$ cat src/inc/dflm_pkg.sv
// Constants shared by the drive fault lock monitor.
// Assumes a single 10 MHz core clock; times are converted to cycles here.
// Function
// - Default mode drops the fault output two seconds per malfunction, then restores it.
// - Blocking modes lock after three, two or one malfunctions; output stays dropped.
// - Successive-fault counter clears to zero after an error-free run.
// - While locked, show the lock; an operator acknowledge key returns normal operation.
// - Errors that led to the lock are flagged in the error list.
// - Torque-off supervision can be enabled or disabled; enabled by default.
// - Brake-fault lock setting on makes a brake malfunction lock the device.
// - Terminal configuration selection 31 forces the brake-fault lock setting on.
// - Brake-lock release setting on lifts a lock caused by a brake malfunction, unless that malfunction also completed a blocking mode's count.
// - Contactor monitor is off, single series input, or dual individual inputs.
// - Brake monitor accepts one to four normally-closed contacts, closed when unpowered.
// - Brake monitor accepts one to four normally-open contacts, open when unpowered.
// - Brake monitor off means no brake feedback checking at all.
// - Contactor feedback must confirm close at start and open at stop in time.
package dflm_pkg;

  // ****************************************
  // Clock and timing
  // ****************************************
  localparam int CLK_HZ      = 10_000_000;
  localparam int DROP_MS     = 2000;  // Fault output dropout time
  localparam int CDLY_MS     = 1500;  // Contactor reply window
  localparam int BRK_MS      = 400;   // Brake mismatch tolerance
  localparam int DROP_CYC    = DROP_MS * (CLK_HZ / 1000);
  localparam int CDLY_CYC    = CDLY_MS * (CLK_HZ / 1000);
  localparam int BRK_CYC     = BRK_MS * (CLK_HZ / 1000);
  localparam int CNT_W       = 25;    // Timer width, holds all three counts

  // ****************************************
  // Configuration encodings
  // ****************************************
  typedef enum logic [1:0] {
    FB_FIX2  = 2'h0,
    FB_LOCK3 = 2'h1,
    FB_LOCK2 = 2'h2,
    FB_LOCK1 = 2'h3
  } dflm_fault_mode_e;

  typedef enum logic [1:0] {
    CM_OFF    = 2'h0,
    CM_SINGLE = 2'h1,
    CM_DUAL   = 2'h2
  } dflm_con_mode_e;

  localparam int       BRK_NO_BIT    = 3;     // Config bit 3: 1 = normally open
  localparam int       BRK_MAX       = 4;     // Config bits 2:0: contact count
  localparam logic [4:0] TERM_LOCK_SEL = 5'h1f; // Selection 31
  localparam logic     FAULT_RST     = 1'b0;  // Output dropped during reset

endpackage

$ cat src/hw/dflm_monitor.sv
// Fault behaviour, lock, contactor and brake supervision of the drive.
// Assumes error_i, sto_fault_i, drive_on_i, brake_open_cmd_i, run_end_i come
// from core_clk logic; contact and key pins are asynchronous.
`timescale 1ns/100ps
module dflm_monitor #(
  parameter int DROP_CYC = dflm_pkg::DROP_CYC,
  parameter int CDLY_CYC = dflm_pkg::CDLY_CYC,
  parameter int BRK_CYC  = dflm_pkg::BRK_CYC
) (
  input  wire logic       core_clk_i,
  input  wire logic       arst_n_i,
  input  wire logic [1:0] fault_behaviour_mode_i,
  input  wire logic       torque_off_supervision_i,
  input  wire logic       brake_lock_en_i,
  input  wire logic       brake_unlock_en_i,
  input  wire logic [4:0] terminal_io_configuration_i,
  input  wire logic [1:0] contactor_monitor_mode_i,
  input  wire logic [3:0] brake_monitor_config_i,
  input  wire logic       error_i,
  input  wire logic       sto_fault_i,
  input  wire logic       run_end_i,
  input  wire logic       drive_on_i,
  input  wire logic       brake_open_cmd_i,
  input  wire logic       contactor_feedback_a_i,
  input  wire logic       contactor_feedback_b_i,
  input  wire logic [3:0] brake_feedback_i,
  input  wire logic       ack_key_i,
  output logic            fault_output_o,
  output logic            lock_o,
  output logic            travel_inhibit_o,
  output logic [1:0]      fault_count_o,
  output logic            contactor_error_o,
  output logic            brake_error_o,
  output logic            lock_mark_o,
  output logic [1:0]      lock_mark_n_o
);

  localparam int W = dflm_pkg::CNT_W;
  localparam logic [W-1:0] DROP_V = DROP_CYC[W-1:0];
  localparam logic [W-1:0] CDLY_V = CDLY_CYC[W-1:0];
  localparam logic [W-1:0] BRK_V  = BRK_CYC[W-1:0];

  // Counts must fit the timers; dropout at least one cycle, contactor and brake windows at least two
  if (DROP_CYC < 1 || DROP_CYC >= 2**W || CDLY_CYC < 2 || CDLY_CYC >= 2**W
      || BRK_CYC < 2 || BRK_CYC >= 2**W)
  begin : g_chk
    $error("dflm_monitor: timing count out of range");
  end

  // ****************************************
  // Pin synchronisation
  // ****************************************
  logic [6:0] pin_s;
  logic       ack_prev_q;
  logic       ack_rise;

  dflm_sync #(
    .WIDTH (7)
  ) u_sync (
    .core_clk_i (core_clk_i),
    .arst_n_i   (arst_n_i),
    .d_i        ({ack_key_i, brake_feedback_i, contactor_feedback_b_i, contactor_feedback_a_i}),
    .q_o        (pin_s)
  );

  // Key edge: one press unlocks once, however long it is held
  always_ff @(posedge core_clk_i or negedge arst_n_i)
  begin
    if (!arst_n_i)
      ack_prev_q <= 1'b0;
    else
      ack_prev_q <= pin_s[6];
  end
  assign ack_rise = pin_s[6] & ~ack_prev_q;

  // ****************************************
  // Contactor monitor
  // ****************************************
  logic         drv_prev_q;
  logic         con_pend_q;
  logic         con_want_q;
  logic [W-1:0] con_cnt_q;
  logic         con_err_q;
  logic         con_ok;
  logic         con_closed;
  logic         con_open;

  // Single mode sees the series chain on input a only
  always_comb
  begin
    if (contactor_monitor_mode_i == dflm_pkg::CM_DUAL)
    begin
      con_closed = pin_s[0] & pin_s[1];
      con_open   = ~pin_s[0] & ~pin_s[1];
    end
    else
    begin
      con_closed = pin_s[0];
      con_open   = ~pin_s[0];
    end
    con_ok = con_want_q ? con_closed : con_open;
  end

  // Window opens on each start and stop edge of the drive command
  always_ff @(posedge core_clk_i or negedge arst_n_i)
  begin
    if (!arst_n_i)
    begin
      drv_prev_q <= 1'b0;
      con_pend_q <= 1'b0;
      con_want_q <= 1'b0;
      con_cnt_q  <= '0;
      con_err_q  <= 1'b0;
    end
    else
    begin
      drv_prev_q <= drive_on_i;
      con_err_q  <= 1'b0;
      if (drive_on_i != drv_prev_q && contactor_monitor_mode_i != dflm_pkg::CM_OFF)
      begin
        con_pend_q <= 1'b1;
        con_want_q <= drive_on_i;
        con_cnt_q  <= '0;
      end
      else if (con_pend_q)
      begin
        if (con_ok || contactor_monitor_mode_i == dflm_pkg::CM_OFF)
          con_pend_q <= 1'b0;
        else if (con_cnt_q == CDLY_V - 1'b1)
        begin
          con_pend_q <= 1'b0;
          con_err_q  <= 1'b1;
        end
        else
          con_cnt_q <= con_cnt_q + 1'b1;
      end
    end
  end

  // ****************************************
  // Brake monitor
  // ****************************************
  logic [3:0]   brk_mis;
  logic         brk_exp;
  logic         brk_bad;
  logic [W-1:0] brk_cnt_q;
  logic         brk_err_q;

  // NC contact reads closed when unpowered, NO reads open
  assign brk_exp = brake_monitor_config_i[dflm_pkg::BRK_NO_BIT] ? brake_open_cmd_i
                                                                 : ~brake_open_cmd_i;

  // Only the configured number of contacts is checked; count 0 checks none
  for (genvar i = 0; i < dflm_pkg::BRK_MAX; i++)
  begin : g_brk
    assign brk_mis[i] = (brake_monitor_config_i[2:0] > 3'(i)) & (pin_s[2+i] != brk_exp);
  end
  assign brk_bad = |brk_mis;

  // Mismatch must persist for the window before it counts as a malfunction
  always_ff @(posedge core_clk_i or negedge arst_n_i)
  begin
    if (!arst_n_i)
    begin
      brk_cnt_q <= '0;
      brk_err_q <= 1'b0;
    end
    else
    begin
      brk_err_q <= brk_bad && brk_cnt_q == BRK_V - 1'b1;
      if (!brk_bad)
        brk_cnt_q <= '0;
      else if (brk_cnt_q != BRK_V)
        brk_cnt_q <= brk_cnt_q + 1'b1;
    end
  end

  // ****************************************
  // Fault counting and lock
  // ****************************************
  logic         sto_err;
  logic         err_ev;
  logic [1:0]   cnt_q;
  logic [1:0]   cnt_nxt;
  logic [1:0]   need;
  logic         hit;
  logic         brk_lock_en;
  logic         lock_go;
  logic         lock_q;
  logic         lock_brk_q;
  logic         brk_release;
  logic         err_run_q;
  logic [W-1:0] drop_q;

  assign sto_err     = torque_off_supervision_i & sto_fault_i;
  assign err_ev      = error_i | sto_err | con_err_q | brk_err_q;
  assign cnt_nxt     = (cnt_q == 2'h3) ? cnt_q : cnt_q + 1'b1;
  assign need        = 2'h3 - (fault_behaviour_mode_i - 2'h1);
  assign hit         = fault_behaviour_mode_i != dflm_pkg::FB_FIX2 && cnt_nxt >= need;
  assign brk_lock_en = brake_lock_en_i | (terminal_io_configuration_i == dflm_pkg::TERM_LOCK_SEL);
  assign lock_go     = err_ev & (hit | (brk_err_q & brk_lock_en));
  assign brk_release = lock_brk_q & brake_unlock_en_i & ~brk_bad;

  // Counter: a new error wins over the clear of an error-free run end
  always_ff @(posedge core_clk_i or negedge arst_n_i)
  begin
    if (!arst_n_i)
    begin
      cnt_q     <= 2'h0;
      err_run_q <= 1'b0;
    end
    else
    begin
      if (err_ev && !lock_q)
        cnt_q <= cnt_nxt;
      else if ((run_end_i && !err_run_q) || (lock_q && (ack_rise || brk_release)))
        cnt_q <= 2'h0;
      if (err_ev)
        err_run_q <= 1'b1;
      else if (run_end_i)
        err_run_q <= 1'b0;
    end
  end

  // Lock: entry only while unlocked; an error in the release cycle is not counted
  always_ff @(posedge core_clk_i or negedge arst_n_i)
  begin
    if (!arst_n_i)
    begin
      lock_q        <= 1'b0;
      lock_brk_q    <= 1'b0;
      lock_mark_o   <= 1'b0;
      lock_mark_n_o <= 2'h0;
    end
    else
    begin
      lock_mark_o <= 1'b0;
      if (lock_go && !lock_q)
      begin
        lock_q        <= 1'b1;
        lock_brk_q    <= brk_err_q & brk_lock_en & ~hit;
        lock_mark_o   <= 1'b1;
        lock_mark_n_o <= hit ? need : 2'h1;
      end
      else if (lock_q && (ack_rise || brk_release))
      begin
        lock_q     <= 1'b0;
        lock_brk_q <= 1'b0;
      end
    end
  end

  // Dropout timer restarts on every error that neither finds nor enters a lock
  always_ff @(posedge core_clk_i or negedge arst_n_i)
  begin
    if (!arst_n_i)
      drop_q <= '0;
    else if (err_ev && !lock_go && !lock_q)
      drop_q <= DROP_V;
    else if (drop_q != '0)
      drop_q <= drop_q - 1'b1;
  end

  // ****************************************
  // Outputs
  // ****************************************
  // All outputs registered so the relay drivers see no glitches
  always_ff @(posedge core_clk_i or negedge arst_n_i)
  begin
    if (!arst_n_i)
    begin
      fault_output_o    <= dflm_pkg::FAULT_RST;
      lock_o            <= 1'b0;
      travel_inhibit_o  <= 1'b0;
      fault_count_o     <= 2'h0;
      contactor_error_o <= 1'b0;
      brake_error_o     <= 1'b0;
    end
    else
    begin
      fault_output_o    <= ~lock_q & (drop_q == '0);
      lock_o            <= lock_q;
      travel_inhibit_o  <= lock_q;
      fault_count_o     <= cnt_q;
      contactor_error_o <= con_err_q;
      brake_error_o     <= brk_err_q;
    end
  end
endmodule

$ cat src/hw/dflm_sync.sv
// Two-stage synchroniser for the contact and key pins.
// Assumes the pins are slow levels; only the second stage is read outside.
`timescale 1ns/100ps
module dflm_sync #(
  parameter int WIDTH = 1
) (
  input  wire logic             core_clk_i,
  input  wire logic             arst_n_i,
  input  wire logic [WIDTH-1:0] d_i,
  output logic      [WIDTH-1:0] q_o
);

  logic [WIDTH-1:0] meta_q;

  // One bit at least, or there is nothing to carry
  if (WIDTH < 1)
  begin : g_chk
    $error("dflm_sync: WIDTH must be at least 1");
  end

  // ****************************************
  // Sync stages
  // ****************************************
  // First stage feeds only the second stage
  always_ff @(posedge core_clk_i or negedge arst_n_i)
  begin
    if (!arst_n_i)
    begin
      meta_q <= '0;
      q_o    <= '0;
    end
    else
    begin
      meta_q <= d_i;
      q_o    <= meta_q;
    end
  end

endmodule

$ cat config.mk
export PLATFORM = sky130hd
export DESIGN_NAME = dflm_monitor
export DESIGN_NICKNAME = d
export VERILOG_FILES = /design/src/inc/dflm_pkg.sv /design/src/hw/dflm_monitor.sv /design/src/hw/dflm_sync.sv
export SDC_FILE = /design/constraint.sdc
export NUM_CORES = 1
export LEC_CHECK = 0
export BUFFER_PORTS_ARGS = -buffer_cell sky130_fd_sc_hd__buf_2
export CORE_ASPECT_RATIO = 0.8
export CORE_MARGIN = 2
export CORE_UTILIZATION = 60
export CTS_CLUSTER_SIZE = 12
export DETAILED_ROUTE_END_ITERATION = 7
export PLACE_DENSITY = 0.85
export SYNTH_ARGS = -nofsm -noshare
export SYNTH_HDL_FRONTEND = slang
export SYNTH_HIERARCHICAL = 1
export SYNTH_SLANG_ARGS = --single-unit
$ cat constraint.sdc
create_clock -name core_clk_i -period 2.9 [get_ports core_clk_i]
set_input_delay 0.58 -clock core_clk_i [delete_from_list [all_inputs] [get_ports core_clk_i]]
set_output_delay 0.58 -clock core_clk_i [all_outputs]
set_load 0.01 [all_outputs]
==> flow_metrics.py, run 1 <==
metrics = {
    "outcome": {
        "status": "finished clean",
    },
    "critical_path": {
        "worstReg2RegEnd": "drop_q[4]",
        "critPathKind": "reg -> reg",
        "worstSetupEndpointType": "flop",
        "critPathArrivalTime_ns": 2.59,
        "reg2reg_slack_ns": 0.56,
        "rr_startpoint": "drop_q[21]",
        "crit_required_ns": 3.15,
        "setup.worst_path.end": "drop_q[4]",
        "startpoint_type": "flop",
        "rr_worst_depth": 5,
        "worstSetupStartpoint": "drop_q[21]",
        "cp_max_fo": 11,
    },
    "finish": {
        "drive_gt1_frac": 0.144,
        "area_growth_pct": 10.4,
        "fillers": 636,
        "diodes": 0,
        "nets": 625,
    },
    "global_route": {
        "grt_pass1_wl_um": 18700,
        "grtUsageTotal": 0.246,
        "antenna_found_initial": 0,
        "grt_max_degree": 45,
        "grt_pass1_vias": 4083,
        "grt_overflow": 0,
    },
    "detailed_routing": {
        "drc": 0,
        "drtIter0Drc": 369,
        "wl_um": 11100,
        "dr.pass1.iters": 5,
        "wl_per_cell_um": 15.8,
        "m1WireLength_um": 5000,
        "postRouteAntennaNets": 0,
        "met3_length_um": 592,
        "wl_met2_um": 5360,
        "routed_via_density": 6.18,
        "highest_layer": "met4",
        "vias": 4353,
    },
    "placement": {
        "place_congestion": 0.872,
        "dpl.hpwl_um": 7710,
        "port_buffers": 39,
    },
    "clock_tree": {
        "cts_made_buffers": 9,
        "cts_tree": "done",
        "cts_root_buf": "clkbuf_8",
        "cts_max_path_buffers": 2,
        "cts-resized-gates": 0,
        "clkTransAtPathRegs_ns": 0.10,
        "htree_levels": 3,
        "post-cts-setup-buffers": 0,
        "cts_hold_buf": 0,
        "worstSkewPairLatency_ns": 0.37,
        "cts_sinks": 109,
    },
    "synthesis": {
        "synth-main-ff-cell": "dfrtp_1",
        "yosysUniqueCellTypes": 54,
        "yosys_warnings": 6,
        "ys_async_sr_fraction": 1.00,
        "syn_inst": 544,
        "syn_nets": 582,
        "synthesis.area_um2": 5370,
        "synth_enable_flop_cells": 0,
        "ys_ff_latch": 109,
        "ys_seq_area_frac": 0.508,
        "syn_avg_cell_area_um2": 9.88,
    },
    "power": {
        "powerDensity_nw_per_um2": 609,
        "fin_total_pwr_mw": 3.61,
        "p_leak_nw": 2.49,
        "irDropWorstVdd_mv": 0.341,
    },
    "sta": {
        "hold_viol_final": 0,
        "slew_headroom": 0.480,
        "rsz0062_at_grt": "false",
        "fin_crit_sh": 0.808,
        "fmax_ghz": 0.427,
        "min_period_ns": 2.34,
        "worstMarginPinSlew_ns": 0.772,
        "fin_skew_ns": 0.00978,
        "slew_violations": 0,
        "tns_ns": 0,
        "finalSetupViolations": 0,
    },
    "floorplanning": {
        "core-area_um2": 8600,
        "pin_count": 40,
        "dieArea_um2": 9730,
        "initial_utilization": 0.625,
        "row_count": 30,
        "dieWidth_um": 110,
        "die_h_um": 88.6,
    },
    "flow_run": {
        "max_cap_violations": 0,
    },
    "worst_hold_path": {
        "hp-class": "in -> async",
    },
}
[power by group]
part           internal [mW]  switching [mW]
registers               1.69           0.173
logic                  0.339           0.477
clock network          0.425           0.504
total                   2.46            1.15
[through the flow]
| stage | std cells | util | hold slack [ns] | cell area (µm²) | worst slack [ns] |
|---|---|---|---|---|---|
| finish | 704 | 0.690 | 0.138 | 5930 | 0.556 |
| detailed placement | 688 | 0.667 | 0.335 | 5730 | 0.429 |
| CTS | 704 | 0.690 | 0.138 | 5930 | 0.577 |
| global route | 704 | 0.690 | 0.156 | 5930 | 0.393 |
| floorplan | 544 | - | 0.284 | 5370 | 0.708 |
| global placement | 688 | 0.667 | 0.333 | 5730 | 0.486 |
[critical path: stages (launching register included)]
cell and delay [ns]:
dfrtp_1 0.45, nor3_1 0.43, nand4_1 0.51, or3_4 0.58, a31oi_1 0.19, nor2_1 0.06
[worst min path at each step]
stage                  endpoint  cells past startpoint  slack, ns              from
2_1_floorplan        ack_prev_q                      0       0.28          arst_n_i
3_3_place_gp      u_sync/q_o[0]                      0       0.33  u_sync/meta_q[0]
3_5_place_dp      u_sync/q_o[6]                      0       0.33  u_sync/meta_q[6]
4_1_cts           u_sync/q_o[2]                      1       0.14          arst_n_i
5_1_grt        u_sync/meta_q[2]                      1       0.16          arst_n_i
6_report          u_sync/q_o[2]                      1       0.14          arst_n_i
[metal layers]
layer,vias to the layer above,global-route usage
met5,-,0
met1,2151,0.325
met3,20,0.0670
met2,124,0.398
met4,0,0.0806
li1,2058,-
[kinds of logic (layout without fill, tap and decap cells)]
family / Yosys count / count (layout) / synth area share
flops: 109 / 109 / 0.508
fa+ha+maj: 8 / 8 / 0.0186
xor+xnor: 40 / 40 / 0.0678
mux: 4 / 4 / 0.00745
compound gates: 99 / 99 / 0.123
simple gates: 245 / 245 / 0.246
buf+inv: 39 / 87 / 0.0293
[cell usage after synthesis, drive strengths merged, types with 4 or more instances]
library cell  instances  area (µm²)
and3                  8        50.1
ha                    8         100
nand3                28         140
or2                   5        31.3
o311ai                4        50.1
nor3                 14        70.1
dfrtp               109        2730
nor4                 13         111
xnor2                13         114
mux2i                 4        40.0
a21oi                31         155
or3                  17         113
xor2                 26         228
nand4                18         113
o21ai                26         130
a31oi                 4        25.0
inv                  20        75.1
nand2b                5        31.3
clkbuf               17        63.8
nand2                39         146
o31ai                16         134
and4                  4        35.0
or4                  19         150
nor2                 63         236
[cell usage in the layout (no fill, tap or decap), drive strengths merged, types with 2 or more instances in the layout]
| cell type | instances |
|---|---|
| nand2 | 39 |
| nor4b | 3 |
| ha | 8 |
| or4b | 2 |
| a41o | 2 |
| xnor2 | 13 |
| clkbuf | 11 |
| a21oi | 31 |
| or3 | 17 |
| dfrtp | 109 |
| or4 | 19 |
| o21ai | 26 |
| o221ai | 2 |
| or2 | 5 |
| o311ai | 4 |
| and4 | 4 |
| nand3 | 28 |
| buf | 51 |
| clkinv | 3 |
| mux2i | 4 |
| and2 | 2 |
| nor2b | 3 |
| o2111ai | 2 |
| nand4 | 18 |
| o31ai | 16 |
| inv | 20 |
| and3 | 8 |
| nor4 | 13 |
| nor3 | 14 |
| xor2 | 26 |
| nand2b | 5 |
| nor2 | 63 |
| a31oi | 4 |
[flip-flops by register name, summed over array words and instances, names as in the netlist, 2 cells and up]
| register | cells |
|---|---|
| u_sync/meta_q | 7 |
| drop_q | 25 |
| fault_count_o | 2 |
| u_sync/q_o | 7 |
| brk_cnt_q | 25 |
| lock_mark_n_o | 2 |
| cnt_q | 2 |
| con_cnt_q | 25 |
[cell type report]
type / instances / area, µm² / share of cell area
Clock buffer: 11 / 141 / 0.0238
Multi-Input combinational cell: 396 / 2490 / 0.419
Sequential cell: 109 / 2730 / 0.460
Tap cell: 112 / 140 / 0.0236
Inverter: 20 / 75.1 / 0.0127
Clock inverter: 5 / 60.1 / 0.0101
Timing Repair Buffer: 51 / 300 / 0.0506
Note: power is estimated with default switching activity, not from simulation.
==> run 2, diff against run 1 <==
- clock period: 2.9 -> 2.24 ns (I/O delays scaled with it)
==> flow_metrics.py, run 2 (same netlist as run 1, synthesis figures left out) <==
metrics = {
    "worst_hold_path": {
        "hp-class": "in -> async",
    },
    "sta": {
        "min_period_ns": 2.21,
        "rsz0062_at_grt": "true",
        "fmax_ghz": 0.453,
        "worstMarginPinSlew_ns": 0.768,
        "hold_viol_final": 0,
        "fin_skew_ns": 0.0132,
        "finalSetupViolations": 0,
        "slew_headroom": 0.482,
        "slew_violations": 0,
        "tns_ns": 0,
        "fin_crit_sh": 0.986,
    },
    "clock_tree": {
        "post-cts-setup-buffers": 0,
        "cts_hold_buf": 0,
        "htree_levels": 3,
        "cts_tree": "done",
        "cts_root_buf": "clkbuf_8",
        "clkTransAtPathRegs_ns": 0.10,
        "cts_sinks": 109,
        "cts_made_buffers": 9,
        "worstSkewPairLatency_ns": 0.38,
        "cts_max_path_buffers": 2,
        "cts-resized-gates": 0,
    },
    "finish": {
        "register_area_um2": 2730,
        "multiInputGateArea_um2": 2520,
        "area_growth_pct": 12.6,
        "nets": 638,
        "instances_no_fill": 717,
        "top_regs": "brk_cnt_q x25, con_cnt_q x25, drop_q x25",
        "diodes": 0,
        "final_cell_mix": "109 x dfrtp_1, 63 x nor2_1, 39 x nand2_1",
        "mostFrequentLayoutCell": "dfrtp_1",
        "fillers": 622,
        "drive_gt1_frac": 0.164,
    },
    "power": {
        "seq_power_share": 0.520,
        "p_leak_nw": 2.56,
        "p_clk_frac": 0.247,
        "p_int_mw": 3.17,
        "p_sw_mw": 1.51,
        "netSwitchingFraction": 0.322,
        "irDropWorstVdd_mv": 0.698,
        "powerDensity_nw_per_um2": 774,
        "combPwrFrac": 0.233,
    },
    "critical_path": {
        "critPathArrivalTime_ns": 2.49,
        "critPathBufInv": 0,
        "path_delay_family": "simple AND/OR/NAND/NOR gates",
        "cp_max_fo": 6,
        "worstSetupEndpointType": "flop",
        "crit_required_ns": 2.52,
        "path_depth": 5,
        "critPathKind": "reg -> reg",
        "cp_slowest_cell": "or4_4",
        "startpoint_type": "flop",
        "rr_worst_depth": 5,
        "crit_chain": "or4_4 -> or4_4 -> or3_4 -> a31oi_1 -> nor2_1",
        "cp_slowest_stage_delay_ns": 0.59,
        "cp_common_cell": "or4_4",
    },
    "global_route": {
        "antenna_found_initial": 0,
        "grt_pass1_vias": 4196,
        "grt_overflow": 0,
        "grtUsageTotal": 0.251,
        "grt_pass1_wl_um": 19100,
        "grt_max_degree": 47,
    },
    "floorplanning": {
        "dieArea_um2": 9730,
        "die_h_um": 88.6,
        "dieWidth_um": 110,
        "pin_count": 40,
        "core-area_um2": 8600,
        "initial_utilization": 0.625,
        "row_count": 30,
    },
    "placement": {
        "place_congestion": 0.856,
        "place_inst": 700,
        "dpl.hpwl_um": 8050,
        "port_buffers": 39,
    },
    "detailed_routing": {
        "drc": 0,
        "vias": 4485,
        "wl_per_cell_um": 15.9,
        "postRouteAntennaNets": 0,
        "dr.pass1.iters": 5,
        "routed_via_density": 6.26,
        "drtIter0Drc": 341,
        "wl_um": 11400,
    },
    "outcome": {
        "status": "finished clean",
    },
    "flow_run": {
        "max_cap_violations": 0,
    },
}
-- run 2: area by class of cell --
| class | instances | share of cell area |
|---|---|---|
| repair buffers | 63 | 0.0666 |
| flip-flops and latches | 109 | 0.451 |
| multi-input cells | 397 | 0.416 |
| well taps | 112 | 0.0232 |
| clock buffers | 12 | 0.0223 |
| clock inverters | 4 | 0.00807 |
| inverters | 20 | 0.0124 |
-- run 2: worst paths after layout --
check                                  startpoint               end  slack (ns)
setup / recovery                       drop_q[11]         drop_q[4]        0.03
hold / removal                           arst_n_i  u_sync/meta_q[4]        0.07
setup reg to reg                       drop_q[11]         drop_q[4]        0.03
hold reg to reg                  u_sync/meta_q[0]     u_sync/q_o[0]        0.36
max in group asynchronous                arst_n_i     con_cnt_q[23]        1.58
min in group core_clk_i    contactor_feedback_a_i  u_sync/meta_q[0]        0.16
-- run 2: worst reg2reg max path, cell delays in order (launching register included) --
cell and delay, ns:
dfrtp_1 0.40, or4_4 0.59, or4_4 0.50, or3_4 0.38, a31oi_1 0.17, nor2_1 0.05
-- run 2: metrics by stage --
| step | hold slack (ns) | utilization | power (mW) | instance area (µm²) | worst slack (ns) |
|---|---|---|---|---|---|
| 4_1_cts | 0.0812 | 0.700 | 4.68 | 6020 | 0.0124 |
| 5_1_grt | 0.0978 | 0.703 | 4.95 | 6050 | -0.0130 |
| 3_3_place_gp | 0.335 | 0.679 | 3.48 | 5830 | 0.0414 |
| 6_report | 0.0653 | 0.703 | 4.68 | 6050 | 0.0312 |
| 2_1_floorplan | 0.152 | - | 3.16 | 5370 | 0.0479 |
| 3_5_place_dp | 0.336 | 0.679 | 3.54 | 5830 | 0.0238 |
-- run 2: layer usage --
metal	up-vias	routed length, µm	track usage
met5	-	0	0
met3	14	719	0.0677
met1	2225	5200	0.338
li1	2091	-	-
met2	155	5390	0.406
met4	0	111	0.0679
-- run 2: power groups by stage --
stage / Combinational (mW) / Clock [mW] / Sequential, mW
floorplan: 0.740 / 0 / 2.42
global placement: 1.03 / 0 / 2.45
detailed placement: 1.08 / 0 / 2.46
CTS: 1.09 / 1.17 / 2.43
global route: 1.23 / 1.25 / 2.46
finish: 1.09 / 1.16 / 2.43
